$ cat src/design/csp_map.svh
// Offsets, field positions, reset values and timing counts of the clock control block
`ifndef CSP_MAP_SVH
`define CSP_MAP_SVH

// ----------------------------------------------------------------
// Register byte offsets on the APB slave
// ----------------------------------------------------------------
`define CSP_REG_AUX_EN 12'h000
`define CSP_REG_MEM_EN 12'h004
`define CSP_REG_PCI_EN 12'h008
`define CSP_REG_STATUS 12'h00c

// ----------------------------------------------------------------
// Field positions
// ----------------------------------------------------------------
`define CSP_AUX_USB_BIT 1
`define CSP_AUX_SIO_BIT 2
`define CSP_STS_SIO_BIT 5
`define CSP_STS_DONE_BIT 8
`define CSP_STS_DOWN_BIT 9

// ----------------------------------------------------------------
// Reset values
// ----------------------------------------------------------------
`define CSP_AUX_RST 32'h0000_0006
`define CSP_MEM_RST 9'h1ff
`define CSP_PCI_RST 7'h7f

// ----------------------------------------------------------------
// Strap codes whose host clock is 100 MHz
// ----------------------------------------------------------------
`define CSP_FS_HOST100_A 5'h0d
`define CSP_FS_HOST100_B 5'h1d

// ----------------------------------------------------------------
// Timing
// ----------------------------------------------------------------
`define CSP_MCLK_MHZ 100
`define CSP_STRAP_TIME_US 2000
`define CSP_STRAP_CYCLES (`CSP_STRAP_TIME_US * `CSP_MCLK_MHZ)

`endif

$ cat src/design/csp_pkg.sv
// Types shared by the clock control block
package csp_pkg;

  // ----------------------------------------------------------------
  // Operating phase of the block
  // ----------------------------------------------------------------
  typedef enum logic [1:0] {
    CSP_ST_STRAP = 2'b00, // Strap pins are inputs
    CSP_ST_RUN = 2'b01,   // Clocks delivered
    CSP_ST_DOWN = 2'b10   // Power-down, every clock output low
  } csp_state_e;

endpackage : csp_pkg

$ cat src/design/csp_sync.sv
// Two flip-flop synchroniser for an asynchronous level
`timescale 1ns/100ps
module csp_sync (
  input wire logic i_mclk,
  input wire logic i_arst_n,
  input wire logic i_async,
  output logic o_sync
);

  // First stage, read only by the second stage
  logic meta_q;

  // ----------------------------------------------------------------
  // Two stages; resets high so the block starts out of power-down
  // ----------------------------------------------------------------
  always_ff @(posedge i_mclk or negedge i_arst_n) begin
    if (!i_arst_n) begin
      meta_q <= 1'b1;
      o_sync <= 1'b1;
    end else begin
      meta_q <= i_async;
      o_sync <= meta_q;
    end
  end

endmodule : csp_sync

$ cat src/design/csp_div2.sv
// Divide-by-two of a sampled clock source, used for the 24 MHz super I/O rate
`timescale 1ns/100ps
module csp_div2 (
  input wire logic i_mclk,
  input wire logic i_arst_n,
  input wire logic i_src,
  output logic o_half
);

  // Previous source level for rising edge detection
  logic prev_q;

  // ----------------------------------------------------------------
  // Toggle on each rising edge of the source
  // ----------------------------------------------------------------
  always_ff @(posedge i_mclk or negedge i_arst_n) begin
    if (!i_arst_n) begin
      prev_q <= 1'b0;
      o_half <= 1'b0;
    end else begin
      prev_q <= i_src;
      if (i_src && !prev_q) begin
        o_half <= ~o_half;
      end
    end
  end

endmodule : csp_div2

$ cat src/design/csp_top.sv
// Strap capture, clock gating and power-down control of the clock generator
// Behaviour
// - Strap pins are inputs during power-up
// - Strap pins become outputs after 2 ms
// - Five strap levels select PLL frequency
// - Super I/O strap high 24 MHz, low 48
// - Low-power mode stops PLLs, outputs driven low
// - Two low samples enter power-down, gate at fall
// - Power-down input synchronised before use
// - Each PCI clock separately disableable by register
// - At 100 MHz host, memory clock inverted
// - Interrupt controller clock synchronous with PCI
// - 48 MHz outputs fixed, never spread
// - Reference clock delivered after strap phase
// - PCI outputs follow the 33 MHz source
// - Disabled outputs actively driven low
`timescale 1ns/100ps
`include "csp_map.svh"
module csp_top #(
  parameter int P_STRAP_CYCLES = `CSP_STRAP_CYCLES
) (
  input wire logic i_mclk,
  input wire logic i_arst_n,
  // APB slave
  input wire logic i_psel,
  input wire logic i_penable,
  input wire logic i_pwrite,
  input wire logic [11:0] i_paddr,
  input wire logic [31:0] i_pwdata,
  output logic o_pready,
  output logic [31:0] o_prdata,
  output logic o_pslverr,
  // Power-down pin, asynchronous
  input wire logic i_power_down_n_input,
  // PLL sources, sampled as synchronous levels
  input wire logic i_host_src,
  input wire logic i_mem_src,
  input wire logic i_mid_src,
  input wire logic i_pci_src,
  input wire logic i_usb_src,
  input wire logic i_ref_src,
  // PLL control
  output logic o_pll_enable,
  output logic o_spread_enable,
  output logic [4:0] o_frequency_select_straps,
  // Dual-purpose pins: 0..2 pci/fs0..2, 3 ref/fs3, 4 usb1/fs4, 5 super I/O
  input wire logic [5:0] i_strap_pin_in,
  output logic [5:0] o_strap_pin_out,
  output logic [5:0] o_strap_pin_oe,
  // Plain clock outputs
  output logic [1:0] o_host_clock_outputs,
  output logic [8:0] o_memory_clock_outputs,
  output logic [2:0] o_mid_rate_clock_outputs,
  output logic [3:0] o_pci_clock_upper,
  output logic o_interrupt_ctrl_clock_out,
  output logic o_fixed_usb_rate_clock
);

  // ----------------------------------------------------------------
  // Declarations
  // ----------------------------------------------------------------
  localparam int CW = $clog2(P_STRAP_CYCLES + 1);
  localparam logic [CW-1:0] CNT_LAST = CW'(P_STRAP_CYCLES - 1);

  csp_pkg::csp_state_e state_q, state_d; // Operating phase
  logic [CW-1:0] cnt_q;                   // Strap phase timer
  logic [4:0] fs_q;                       // Captured frequency straps
  logic sio_strap_q;                      // Captured super I/O strap
  logic pd_sync;                          // Synchronised power-down level
  logic pd_prev_q;                        // Previous synchronised sample
  logic pd_req_q;                         // Power-down requested
  logic [31:0] aux_q;                     // 48 MHz and super I/O enables
  logic [8:0] mem_en_q;                   // Memory clock enables
  logic [6:0] pci_en_q;                   // PCI clock enables
  logic [31:0] rdata_q;
  logic slverr_q;
  logic half_usb;                         // 24 MHz from the 48 MHz source
  logic run;                              // Outputs may toggle
  logic host_100;                         // Host runs at 100 MHz
  logic mem_src_eff;                      // Memory source after phase choice
  logic sio_src;                          // Selected super I/O source
  logic setup_ph;
  logic wr_acc;
  logic sel_aux, sel_mem, sel_pci, sel_sts, mapped;
  logic [31:0] status_w;
  logic [31:0] rdata_d;
  // Gate enables, updated only while their source is low
  logic [1:0] host_en_q, host_want;
  logic [8:0] mem_g_q, mem_want;
  logic [2:0] mid_en_q, mid_want;
  logic [7:0] pci_g_q, pci_want;          // Bit 7 is the interrupt controller clock
  logic [2:0] usb_g_q, usb_want;          // 0: fixed pin, 1: fs4 pin, 2: super I/O
  logic ref_g_q, ref_want;

  // ----------------------------------------------------------------
  // Power-down synchroniser
  // ----------------------------------------------------------------
  csp_sync u_pd_sync (
    .i_mclk(i_mclk),
    .i_arst_n(i_arst_n),
    .i_async(i_power_down_n_input),
    .o_sync(pd_sync)
  );

  // 24 MHz source for the super I/O pin
  csp_div2 u_sio_div (
    .i_mclk(i_mclk),
    .i_arst_n(i_arst_n),
    .i_src(i_usb_src),
    .o_half(half_usb)
  );

  // ----------------------------------------------------------------
  // Operating phase
  // ----------------------------------------------------------------
  always_comb begin
    state_d = state_q;
    case (state_q)
      csp_pkg::CSP_ST_STRAP: begin
        if (cnt_q == CNT_LAST) begin
          state_d = csp_pkg::CSP_ST_RUN;
        end
      end
      csp_pkg::CSP_ST_RUN: begin
        if (pd_req_q) begin
          state_d = csp_pkg::CSP_ST_DOWN;
        end
      end
      csp_pkg::CSP_ST_DOWN: begin
        if (!pd_req_q) begin
          state_d = csp_pkg::CSP_ST_RUN;
        end
      end
      default: begin
        state_d = csp_pkg::CSP_ST_STRAP;
      end
    endcase
  end

  // Phase register and strap timer
  always_ff @(posedge i_mclk or negedge i_arst_n) begin
    if (!i_arst_n) begin
      state_q <= csp_pkg::CSP_ST_STRAP;
      cnt_q <= '0;
    end else begin
      state_q <= state_d;
      if (state_q == csp_pkg::CSP_ST_STRAP) begin
        cnt_q <= cnt_q + CW'(1);
      end
    end
  end

  // Straps caught on the last input cycle, then frozen until reset
  always_ff @(posedge i_mclk or negedge i_arst_n) begin
    if (!i_arst_n) begin
      fs_q <= 5'h00;
      sio_strap_q <= 1'b0;
    end else if (state_q == csp_pkg::CSP_ST_STRAP && cnt_q == CNT_LAST) begin
      fs_q <= i_strap_pin_in[4:0];
      sio_strap_q <= i_strap_pin_in[5];
    end
  end

  // ----------------------------------------------------------------
  // Power-down request: two consecutive low samples
  // ----------------------------------------------------------------
  always_ff @(posedge i_mclk or negedge i_arst_n) begin
    if (!i_arst_n) begin
      pd_prev_q <= 1'b1;
      pd_req_q <= 1'b0;
    end else begin
      pd_prev_q <= pd_sync;
      pd_req_q <= !pd_sync && !pd_prev_q;
    end
  end

  // ----------------------------------------------------------------
  // Source selection and gate requests
  // ----------------------------------------------------------------
  assign run = (state_q == csp_pkg::CSP_ST_RUN);
  assign host_100 = (fs_q == `CSP_FS_HOST100_A) || (fs_q == `CSP_FS_HOST100_B);
  assign mem_src_eff = host_100 ? !i_mem_src : i_mem_src;
  assign sio_src = sio_strap_q ? half_usb : i_usb_src;
  // Disabled and powered-down outputs are requested low, never released
  assign host_want = {2{run}};
  assign mem_want = {9{run}} & mem_en_q;
  assign mid_want = {3{run}};
  assign pci_want = {run, {7{run}} & pci_en_q};
  assign usb_want = {run & aux_q[`CSP_AUX_SIO_BIT], {2{run & aux_q[`CSP_AUX_USB_BIT]}}};
  assign ref_want = run;

  // ----------------------------------------------------------------
  // Glitch-free gates: an enable changes only while its source is low,
  // so a stopped clock ends at its next high-to-low transition
  // ----------------------------------------------------------------
  always_ff @(posedge i_mclk or negedge i_arst_n) begin
    if (!i_arst_n) begin
      host_en_q <= '0;
      mem_g_q <= '0;
      mid_en_q <= '0;
      pci_g_q <= '0;
      usb_g_q <= '0;
      ref_g_q <= 1'b0;
    end else begin
      if (!i_host_src) host_en_q <= host_want;
      if (!mem_src_eff) mem_g_q <= mem_want;
      if (!i_mid_src) mid_en_q <= mid_want;
      if (!i_pci_src) pci_g_q <= pci_want;
      if (!i_usb_src) usb_g_q[1:0] <= usb_want[1:0];
      if (!sio_src) usb_g_q[2] <= usb_want[2];
      if (!i_ref_src) ref_g_q <= ref_want;
    end
  end

  // ----------------------------------------------------------------
  // Output flip-flops; a low enable drives the pin low, never open
  // ----------------------------------------------------------------
  always_ff @(posedge i_mclk or negedge i_arst_n) begin
    if (!i_arst_n) begin
      o_host_clock_outputs <= '0;
      o_memory_clock_outputs <= '0;
      o_mid_rate_clock_outputs <= '0;
      o_pci_clock_upper <= '0;
      o_interrupt_ctrl_clock_out <= 1'b0;
      o_fixed_usb_rate_clock <= 1'b0;
      o_strap_pin_out <= '0;
    end else begin
      o_host_clock_outputs <= {2{i_host_src}} & host_en_q;
      o_memory_clock_outputs <= {9{mem_src_eff}} & mem_g_q;
      o_mid_rate_clock_outputs <= {3{i_mid_src}} & mid_en_q;
      o_pci_clock_upper <= {4{i_pci_src}} & pci_g_q[6:3];
      o_interrupt_ctrl_clock_out <= i_pci_src & pci_g_q[7];
      o_fixed_usb_rate_clock <= i_usb_src & usb_g_q[0];
      o_strap_pin_out <= {sio_src & usb_g_q[2], i_usb_src & usb_g_q[1],
                          i_ref_src & ref_g_q, {3{i_pci_src}} & pci_g_q[2:0]};
    end
  end

  // Pins turn to outputs once the strap phase is over, and stay so
  assign o_strap_pin_oe = {6{state_q != csp_pkg::CSP_ST_STRAP}};
  assign o_frequency_select_straps = fs_q;
  assign o_pll_enable = run;
  // Spread applies to the PLL groups only; 48 MHz sources bypass it
  assign o_spread_enable = run;

  // ----------------------------------------------------------------
  // APB decode
  // ----------------------------------------------------------------
  assign setup_ph = i_psel && !i_penable;
  assign wr_acc = i_psel && i_penable && i_pwrite;
  assign sel_aux = (i_paddr == `CSP_REG_AUX_EN);
  assign sel_mem = (i_paddr == `CSP_REG_MEM_EN);
  assign sel_pci = (i_paddr == `CSP_REG_PCI_EN);
  assign sel_sts = (i_paddr == `CSP_REG_STATUS);
  assign mapped = sel_aux || sel_mem || sel_pci || sel_sts;
  assign status_w = {22'h0, pd_req_q, state_q != csp_pkg::CSP_ST_STRAP,
                     2'h0, sio_strap_q, fs_q};
  assign rdata_d = sel_aux ? aux_q :
                   sel_mem ? {23'h0, mem_en_q} :
                   sel_pci ? {25'h0, pci_en_q} :
                   sel_sts ? status_w : 32'h0;
  // Zero wait states: the answer is ready in the access phase
  assign o_pready = i_psel && i_penable;
  assign o_prdata = rdata_q;
  assign o_pslverr = slverr_q;

  // Read data and error caught in the setup cycle
  always_ff @(posedge i_mclk or negedge i_arst_n) begin
    if (!i_arst_n) begin
      rdata_q <= 32'h0;
      slverr_q <= 1'b0;
    end else if (setup_ph) begin
      rdata_q <= i_pwrite ? 32'h0 : rdata_d;
      slverr_q <= !mapped;
    end
  end

  // Enable registers; status writes are ignored
  always_ff @(posedge i_mclk or negedge i_arst_n) begin
    if (!i_arst_n) begin
      aux_q <= `CSP_AUX_RST;
      mem_en_q <= `CSP_MEM_RST;
      pci_en_q <= `CSP_PCI_RST;
    end else if (wr_acc) begin
      if (sel_aux) aux_q <= i_pwdata & `CSP_AUX_RST;
      if (sel_mem) mem_en_q <= i_pwdata[8:0];
      if (sel_pci) pci_en_q <= i_pwdata[6:0];
    end
  end
endmodule : csp_top

$ cat config.mk
export PLATFORM = sky130hd
export DESIGN_NAME = csp_top
export DESIGN_NICKNAME = d
export VERILOG_FILES = /design/src/design/csp_pkg.sv /design/src/design/csp_sync.sv /design/src/design/csp_div2.sv /design/src/design/csp_top.sv
export VERILOG_INCLUDE_DIRS = /design/src /design/src/design
export SDC_FILE = /design/constraint.sdc
export NUM_CORES = 1
export LEC_CHECK = 0
export BUFFER_PORTS_ARGS = -buffer_cell sky130_fd_sc_hd__buf_2
export CAP_MARGIN = 20
export CORE_MARGIN = 4
export CORE_UTILIZATION = 46
export CTS_CLUSTER_DIAMETER = 40
export DETAILED_ROUTE_END_ITERATION = 7
export HOLD_SLACK_MARGIN = 0.02
export PLACE_DENSITY = 0.73
export SYNTH_ARGS = -nofsm -noshare
export SYNTH_HDL_FRONTEND = slang
export SYNTH_SLANG_ARGS = --single-unit
$ cat constraint.sdc
create_clock -name i_mclk -period 1.7 [get_ports i_mclk]
set_input_delay 0.085 -clock i_mclk [delete_from_list [all_inputs] [get_ports i_mclk]]
set_output_delay 0.085 -clock i_mclk [all_outputs]
set_load 0.01 [all_outputs]
== Yosys cells after proc, flatten, opt, wreduce, memory -nomap -nowiden ==
Cells that the tools add are included.

* Register bits: 131
* Bits of input ports: 62
* Output and inout bits: 73

* Add/sub/neg operators: 1
* Eq/ne operators: 11
* Mux-type cells: 11
* Bitwise logic cells: 15
* Reductions and logical operators: 23

{| class="wikitable"
|+ Operator list
! operator !! number
|-
| 10-bit two-way mux || 5
|-
| 12-bit by 4-bit == test with 1-bit output, second input constant || 2
|-
| 18-bit by 1-bit adder with 18-bit output, second input constant || 1
|-
| 9-bit AND || 2
|-
| 18-bit == test, second input constant || 1
|-
| 12-bit by 3-bit == test with 1-bit output, second input constant || 1
|-
| 12-bit zero test || 1
|-
| 1-bit AND || 7
|-
| 7-bit AND || 1
|-
| 3-bit AND || 2
|-
| 1-bit logical AND || 6
|-
| 1-bit zero test || 6
|-
| 2-bit two-way mux || 3
|-
| 2-bit case mux with 3 select lines || 1
|-
| 2-bit AND reduction || 3
|-
| 5-bit by 4-bit == test with 1-bit output, second input constant || 1
|-
| 5-bit == test, second input constant || 1
|-
| 4-bit AND || 1
|-
| 1-bit logical OR || 4
|-
| 2-bit != test, second input constant || 2
|-
| 3-bit AND reduction || 1
|-
| 2-bit AND || 1
|-
| 2-bit by 1-bit == test with 1-bit output, second input constant || 1
|-
| 2-bit == test, second input constant || 1
|-
| 5 further kinds || 6
|}

== Logic depth before layout (Yosys ltp) ==
Gate-level depths: netlist of the first run.

* Word-level depth: 6
* Mapped depth: 5
* Depth with buffers taken out: 4

== Cells and area by module ==
Synthesis of the first run repeated with hierarchy kept, for this count alone.

* Cell total of the unflattened synthesis: 341
* Area total of the unflattened synthesis: 4440.5 µm²

{| class="wikitable"
|+ Modules (own cells, without submodules)
! module !! times used !! cells an instance !! area each (µm²) !! sequential area each (µm²)
|-
| csp_top || 1 || 335 || 4307.9 || 2551.2
|-
| csp_div2 || 1 || 4 || 80.1 || 50.0
|-
| csp_sync || 1 || 2 || 52.6 || 52.6
|}

== Least setup slack after synthesis of the first run ==
No wires, ideal clock.

* Path type: register -> register
* From: reg cnt_q[13]
* To: reg fs_q[0] (netlist: o_frequency_select_straps[0])
* Setup time: 0.125 ns
* Data arrival time: 1.749 ns
* Data required time: 1.575 ns
* Slack: -0.174 ns
* Cell stages (with the launch flop): 4
* Path buffers: 0
* Clock period less this slack: 1.874 ns
* Cell sequence: dfrtp_1 or4_4 nor4_4 mux2_2

* Longest elaborated chain between the ends: 2

{| class="wikitable"
|+ RTL lines
! item !! RTL line !! text
|-
| start: declaration || csp_top.sv:66 || <nowiki>logic [CW-1:0] cnt_q;</nowiki>
|-
| start signal: assignment || csp_top.sv:148 || <nowiki>cnt_q <= cnt_q + CW'(1);</nowiki>
|-
| 18-bit == test || csp_top.sv:158 || <nowiki>end else if (state_q == csp_pkg::CSP_ST_STRAP && cnt_q == CNT_LAST) begin</nowiki>
|-
| 1-bit logical AND || csp_top.sv:158 ||
|-
| end signal: assignment || csp_top.sv:159 || <nowiki>fs_q <= i_strap_pin_in[4:0];</nowiki>
|-
| end: declaration || csp_top.sv:67 || <nowiki>logic [4:0] fs_q;</nowiki>
|}

No other way between the ends.
A chain may end at the register's enable or synchronous reset.

== Worst setup path after layout of the first run ==
* From: reg cnt_q[7]
* To: reg fs_q[0] (netlist: o_frequency_select_straps[0])

Same word-level chain as after synthesis.

==> results.cfg, run 1 <==
[global_route]
antenna_found_initial = 0
grt_pass1_vias = 3214
grt_max_degree = 37
grt_use_total_pct = 18.0
grt_pass1_wl_um = 15700
globalRoute.totalOverflow = 0

[finish]
nNetsFinal = 549
final_util_pct = 60.0
drive_above_1_share_pct = 42.6
fillerInstances = 787
syn_to_final_growth_pct = 27.1
final_cells = 620
n_antenna_cell = 0

[drt]
drc = 0
vias = 3003
dr.pass1.iters = 4
drt_iter0_drc = 98
wirelength_um = 9470
wl_per_cell_um = 15.3
avgViaCountPerCell = 4.84
antenna_left = 0

[setup_path]
cp_max_fo = 7
cp.required_ns = 1.96
r2r_start = cnt_q[7]
critPathKind = register to register
cp-end-kind = register
start_kind = register
startpoint = cnt_q[7]
arrival_ns = 2.03

[sta]
relSlewSlack_pct = 65.3
fin_hold_ws_ns = 0.0412
max_clock_freq_ghz = 0.563
worst_pin_slew_ns = 0.521
hold_viol = 0
rsz0062_at_grt = yes
fin_ws_ns = -0.0754
finalMaxSlewViolations = 0
fin_crit_sh_pct = 104
fin_crit_ns = 1.78
fin_skew_ns = 0.0112
setup_viol = 6

[clock_network]
cts_tree = built
numCtsBuffers = 9
h-tree-depth = 3
cts_max_path_buffers = 2
cts_sinks = 105
clock_latency_ns = 0.37
ctsRootBufferMaster = clkbuf_8
path_clk_slew_ns = 0.10

[yosys]
syn_inst = 344
syn_area_um2 = 4360
synthArstFlopShare_pct = 100
ys.flop_type = dfrtp_1
ys_ff_latch = 105
yosysTopAreaCell = dfrtp_1
seq_area_frac_synth_pct = 60.8
syn_avg_cell_area_um2 = 12.7
synth_edf_count = 0
yosysUniqueCellTypes = 46
synth_top_area_share_pct = 48.2
ys_top_cells_by_area = dfrtp_1 48%, dfstp_2 13%, mux2_2 7.2%
synth_common_cells = 84 x dfrtp_1, 32 x buf_4, 28 x mux2_2
synth_most_common_cell = dfrtp_1
ys_warn_count = 0

[placement]
port_buffers = 89
globalplace.congestion = 0.840
pre_cts_slack_ns = -0.138
dpl.hpwl_um = 6810
place_inst = 580

[power]
power_mw = 4.19
power_density_nw_per_um2 = 756
worst_ir_drop_vdd_uv = 458
p_leak_nw = 2.96

[outcome]
violations = setup timing
outcome = finished with violations

[die]
die_w_um = 105
placeableCoreArea_um2 = 9240
dieArea_um2 = 11100
fp.dieH_um = 105
io_pins = 135
rows = 35
initial_core_util_pct = 47.2

[hold_path]
hold_start = i_pwrite
hold_path.class = primary input to register

[flow_run]
maxCapViolCount = 0
==> placed cells by master, fill, tap and decap left out, types with 2 or more instances in the layout <==
cell type,count
buf_2,88
dfrtp_1,84
buf_4,35
and2_1,22
mux2_2,22
conb_1,22
dfstp_2,21
dlygate4sd3_1,21
nand2_1,18
a21o_1,17
nor2_1,13
xnor2_1,12
inv_1,9
clkbuf_8,9
o31ai_1,8
nand4_1,8
xor2_1,7
mux2_4,6
a21oi_1,5
nor4_1,4
a31oi_1,4
nand2b_1,3
and3_1,3
nand3_1,3
o21bai_1,3
buf_12,3
nor2_2,2
nand4b_1,2
nor2b_1,2
nor4_2,2
o21ai_0,2
o22ai_1,2
and4_1,2
a31o_2,2
clkinv_2,2
inv_6,2
==> metal layers <==
metal,vias to the layer above,part of all wire (%),global-route usage (%)
li1,1411,-,-
met1,1482,44,23.1
met5,-,0,0
met4,0,1.2,4.59
met2,98,49,29.6
met3,12,5.9,5.82
==> report_power, final <==
part | total, mW | switching (mW) | internal, mW | leakage (nW)
clock network | 1.41 | 0.857 | 0.552 | 0.0929
logic | 0.250 | 0.145 | 0.105 | 1.50
registers | 2.53 | 0.0112 | 2.52 | 1.37
==> sequential cells by signal, summed over array words and instances, names as in the netlist, 2 cells and up <==
register	cells
cnt_q	18
o_prdata	10
mem_en_q	9
mem_g_q	9
o_memory_clock_outputs	9
pci_g_q	8
pci_en_q	7
o_strap_pin_out	6
o_frequency_select_straps	5
o_pci_clock_upper	4
aux_q	2
state_q	2
usb_g_q	2
==> worst max-delay path, cell delays in order, from the launching register on <==
cell and delay, ns:
dfrtp_1 0.39, or4bb_4 0.55, nor4_4 0.23, buf_6 0.18, mux2_4 0.31
==> cell families after synthesis <==
kind of cell | share of synthesized area (%)
muxes | 7.45
buffers and inverters | 6.82
adders and majority gates | 0.287
other | 0.0859
DFF | 60.8
and+or+nand+nor | 13.7
xor gates and xnor gates | 3.81
AOI/OAI and AO/OA | 7.05
==> per-stage QoR <==
step	setup TNS (ns)	area (um^2)
after floorplan	-1.04	4440
after CTS	-0.841	5520
after detailed placement	-1.23	5090
final	-0.424	5550
after global routing	-0.756	5550
after global placement	-0.633	5090
==> area by class of cell <==
type	count	area [um^2]	share of cell area [%]
sequential	105	2650	47.9
multi-input combinational	213	1540	27.7
timing repair buffer	148	985	17.8
tap	129	161	2.91
clock buffer	10	128	2.30
clock inverter	6	47.5	0.857
inverter	9	33.8	0.609
==> path summary, 6_finish.rpt <==
check	cells past startpoint	endpoint	slack (ns)
max	4	o_frequency_select_straps[0]	-0.08
min	3	o_prdata[7]	0.04
max reg2reg	4	o_frequency_select_straps[0]	-0.08
min reg2reg	0	u_pd_sync.o_sync	0.36
max in group asynchronous	3	pci_en_q[5]	0.83
min in group asynchronous	2	cnt_q[16]	0.22
==> what timing repair did <==
| item | in CTS | in global routing |
|---|---|---|
| gates resized for setup | 7 | 5 |
| hold buffers | 21 | 0 |
| hold endpoints to repair | 61 | 0 |
| pin swaps | 3 | 2 |
| setup endpoints to repair | 6 | 9 |
| buffers inserted | 2 | 1 |
Note: power is estimated with default switching activity, not from simulation.
==> run 2: changes to the inputs <==
--- a/config.mk
+++ b/config.mk
@@ -13,7 +13,7 @@
 export CTS_CLUSTER_DIAMETER = 40
 export DETAILED_ROUTE_END_ITERATION = 7
 export HOLD_SLACK_MARGIN = 0.02
-export PLACE_DENSITY = 0.73
+export PLACE_DENSITY_LB_ADDON = 0.08
 export SYNTH_ARGS = -nofsm -noshare
 export SYNTH_HDL_FRONTEND = slang
 export SYNTH_SLANG_ARGS = --single-unit
==> results.cfg, run 2 (synthesis results as in run 1) <==
[drt]
vias = 2957
dr.pass1.iters = 4
wl_per_cell_um = 15.2
wirelength_um = 9450
drc = 0
avgViaCountPerCell = 4.76
antenna_left = 0
drt_iter0_drc = 107

[sta]
hold_viol = 0
fin_crit_ns = 1.76
tns_ns = -0.362
fin_crit_sh_pct = 104
fin_skew_ns = 0.0101
max_clock_freq_ghz = 0.567
fin_hold_ws_ns = 0.0390
setup_viol = 6
finalMaxSlewViolations = 0
rsz0062_at_grt = yes
fin_ws_ns = -0.0646

[clock_network]
path_clk_slew_ns = 0.10
cts_tree = built
cts_sinks = 105
h-tree-depth = 3
ctsRootBufferMaster = clkbuf_8
cts_max_path_buffers = 2
numCtsBuffers = 9
clock_latency_ns = 0.36

[setup_path]
cp-end-kind = register
r2r_start = cnt_q[6]
cp.required_ns = 1.95
crit_path_cell_trace = or4bb_4 -> nor4_4 -> buf_6 -> mux2_4
cpLargestDelayFamily = simple AND/OR/NAND/NOR gates
r2r-end = o_frequency_select_straps[4]
arrival_ns = 2.01
ff2ff_setup_slack_ns = -0.06
cp_max_fo = 7
slowest_stage = or4bb_4
start_kind = register
critPathBufInv = 1
reg2reg_depth = 4
critPathKind = register to register
slowest_delay_ns = 0.55

[global_route]
grt_use_total_pct = 17.9
globalRoute.totalOverflow = 0
antenna_found_initial = 0
grt_pass1_vias = 3105
grt_max_degree = 57
grt_pass1_wl_um = 15600

[power]
power_density_nw_per_um2 = 768
p_leak_nw = 2.96
power_mw = 4.26
worst_ir_drop_vdd_uv = 418

[finish]
max_flop_register = cnt_q
n_antenna_cell = 0
final_util_pct = 60.0
largest_register_ffs = 18
drive_above_1_share_pct = 42.9
layout_common_cells = 88 x buf_2, 84 x dfrtp_1, 38 x buf_4
syn_to_final_growth_pct = 27.0
nNetsFinal = 550
mostFrequentLayoutCell = buf_2

[flow_run]
maxCapViolCount = 0

[hold_path]
hold_path.class = primary input to register
hold_start = i_pwrite
whs_endpoint = o_prdata[7]
hold_depth = 3

[die]
placeableCoreArea_um2 = 9240
die_w_um = 105
fp.dieH_um = 105
rows = 35
dieArea_um2 = 11100
io_pins = 135
initial_core_util_pct = 47.2

[outcome]
outcome = finished with violations
violations = setup timing

[placement]
globalplace.congestion = 0.804
port_buffers = 89
dpl.hpwl_um = 6770
[run 2: timing repair]
| action | CTS | global route |
|---|---|---|
| endpoints found under the hold margin | 108 | 0 |
| resized for setup | 8 | 4 |
| buffers inserted | 1 | 1 |
| pin swaps | 3 | 1 |
| endpoints found under the setup margin | 6 | 16 |
| hold buffers | 21 | 0 |
[run 2: metal layers]
| metal | vias to the layer above | part of all wire, % | GRT usage [%] |
|---|---|---|---|
| met5 | - | 0 | 0 |
| met4 | 0 | 0.72 | 4.59 |
| met3 | 8 | 5.8 | 4.65 |
| met2 | 93 | 48 | 29.1 |
| met1 | 1441 | 45 | 23.9 |
| li1 | 1415 | - | - |
[run 2: stage by stage]
stage | worst slack [ns] | cells | instance area, um^2
floorplan | -0.173 | 365 | 4440
global placement | -0.111 | 582 | 5080
detailed placement | -0.153 | 582 | 5080
CTS | -0.125 | 620 | 5520
global route | -0.120 | 621 | 5540
finish | -0.0646 | 621 | 5540
[run 2: worst max path at each step]
stage	startpoint	to	slack (ns)	depth (start not counted)
2_1_floorplan	cnt_q[7]	o_frequency_select_straps[0]	-0.17	3
3_3_place_gp	cnt_q[7]	o_frequency_select_straps[3]	-0.11	4
3_5_place_dp	cnt_q[7]	sio_strap_q	-0.15	4
4_1_cts	cnt_q[12]	o_frequency_select_straps[4]	-0.12	4
5_1_grt	cnt_q[6]	o_frequency_select_straps[4]	-0.12	4
6_report	cnt_q[6]	o_frequency_select_straps[4]	-0.06	4
[run 2: worst register-to-register path: stages (launching register included)]
cell	delay (ns)
dfrtp_1	0.39
or4bb_4	0.55
nor4_4	0.23
buf_6	0.18
mux2_4	0.30
[run 2: layout make-up]
class	count	area, um^2
clock buffer	11	151
fill	796	3700
multi-input combinational	213	1540
sequential	105	2650
tap	129	161
clock inverter	5	38.8
timing repair buffer	149	967
inverter	9	33.8
[run 2: power by group]
part           internal (mW)  total [mW]  switching, mW  leakage (nW)
Clock                  0.622        1.48          0.861        0.0959
Sequential              2.52        2.53         0.0140          1.37
Combinational          0.100       0.243          0.143          1.50
Total                   3.24        4.26           1.02          2.96
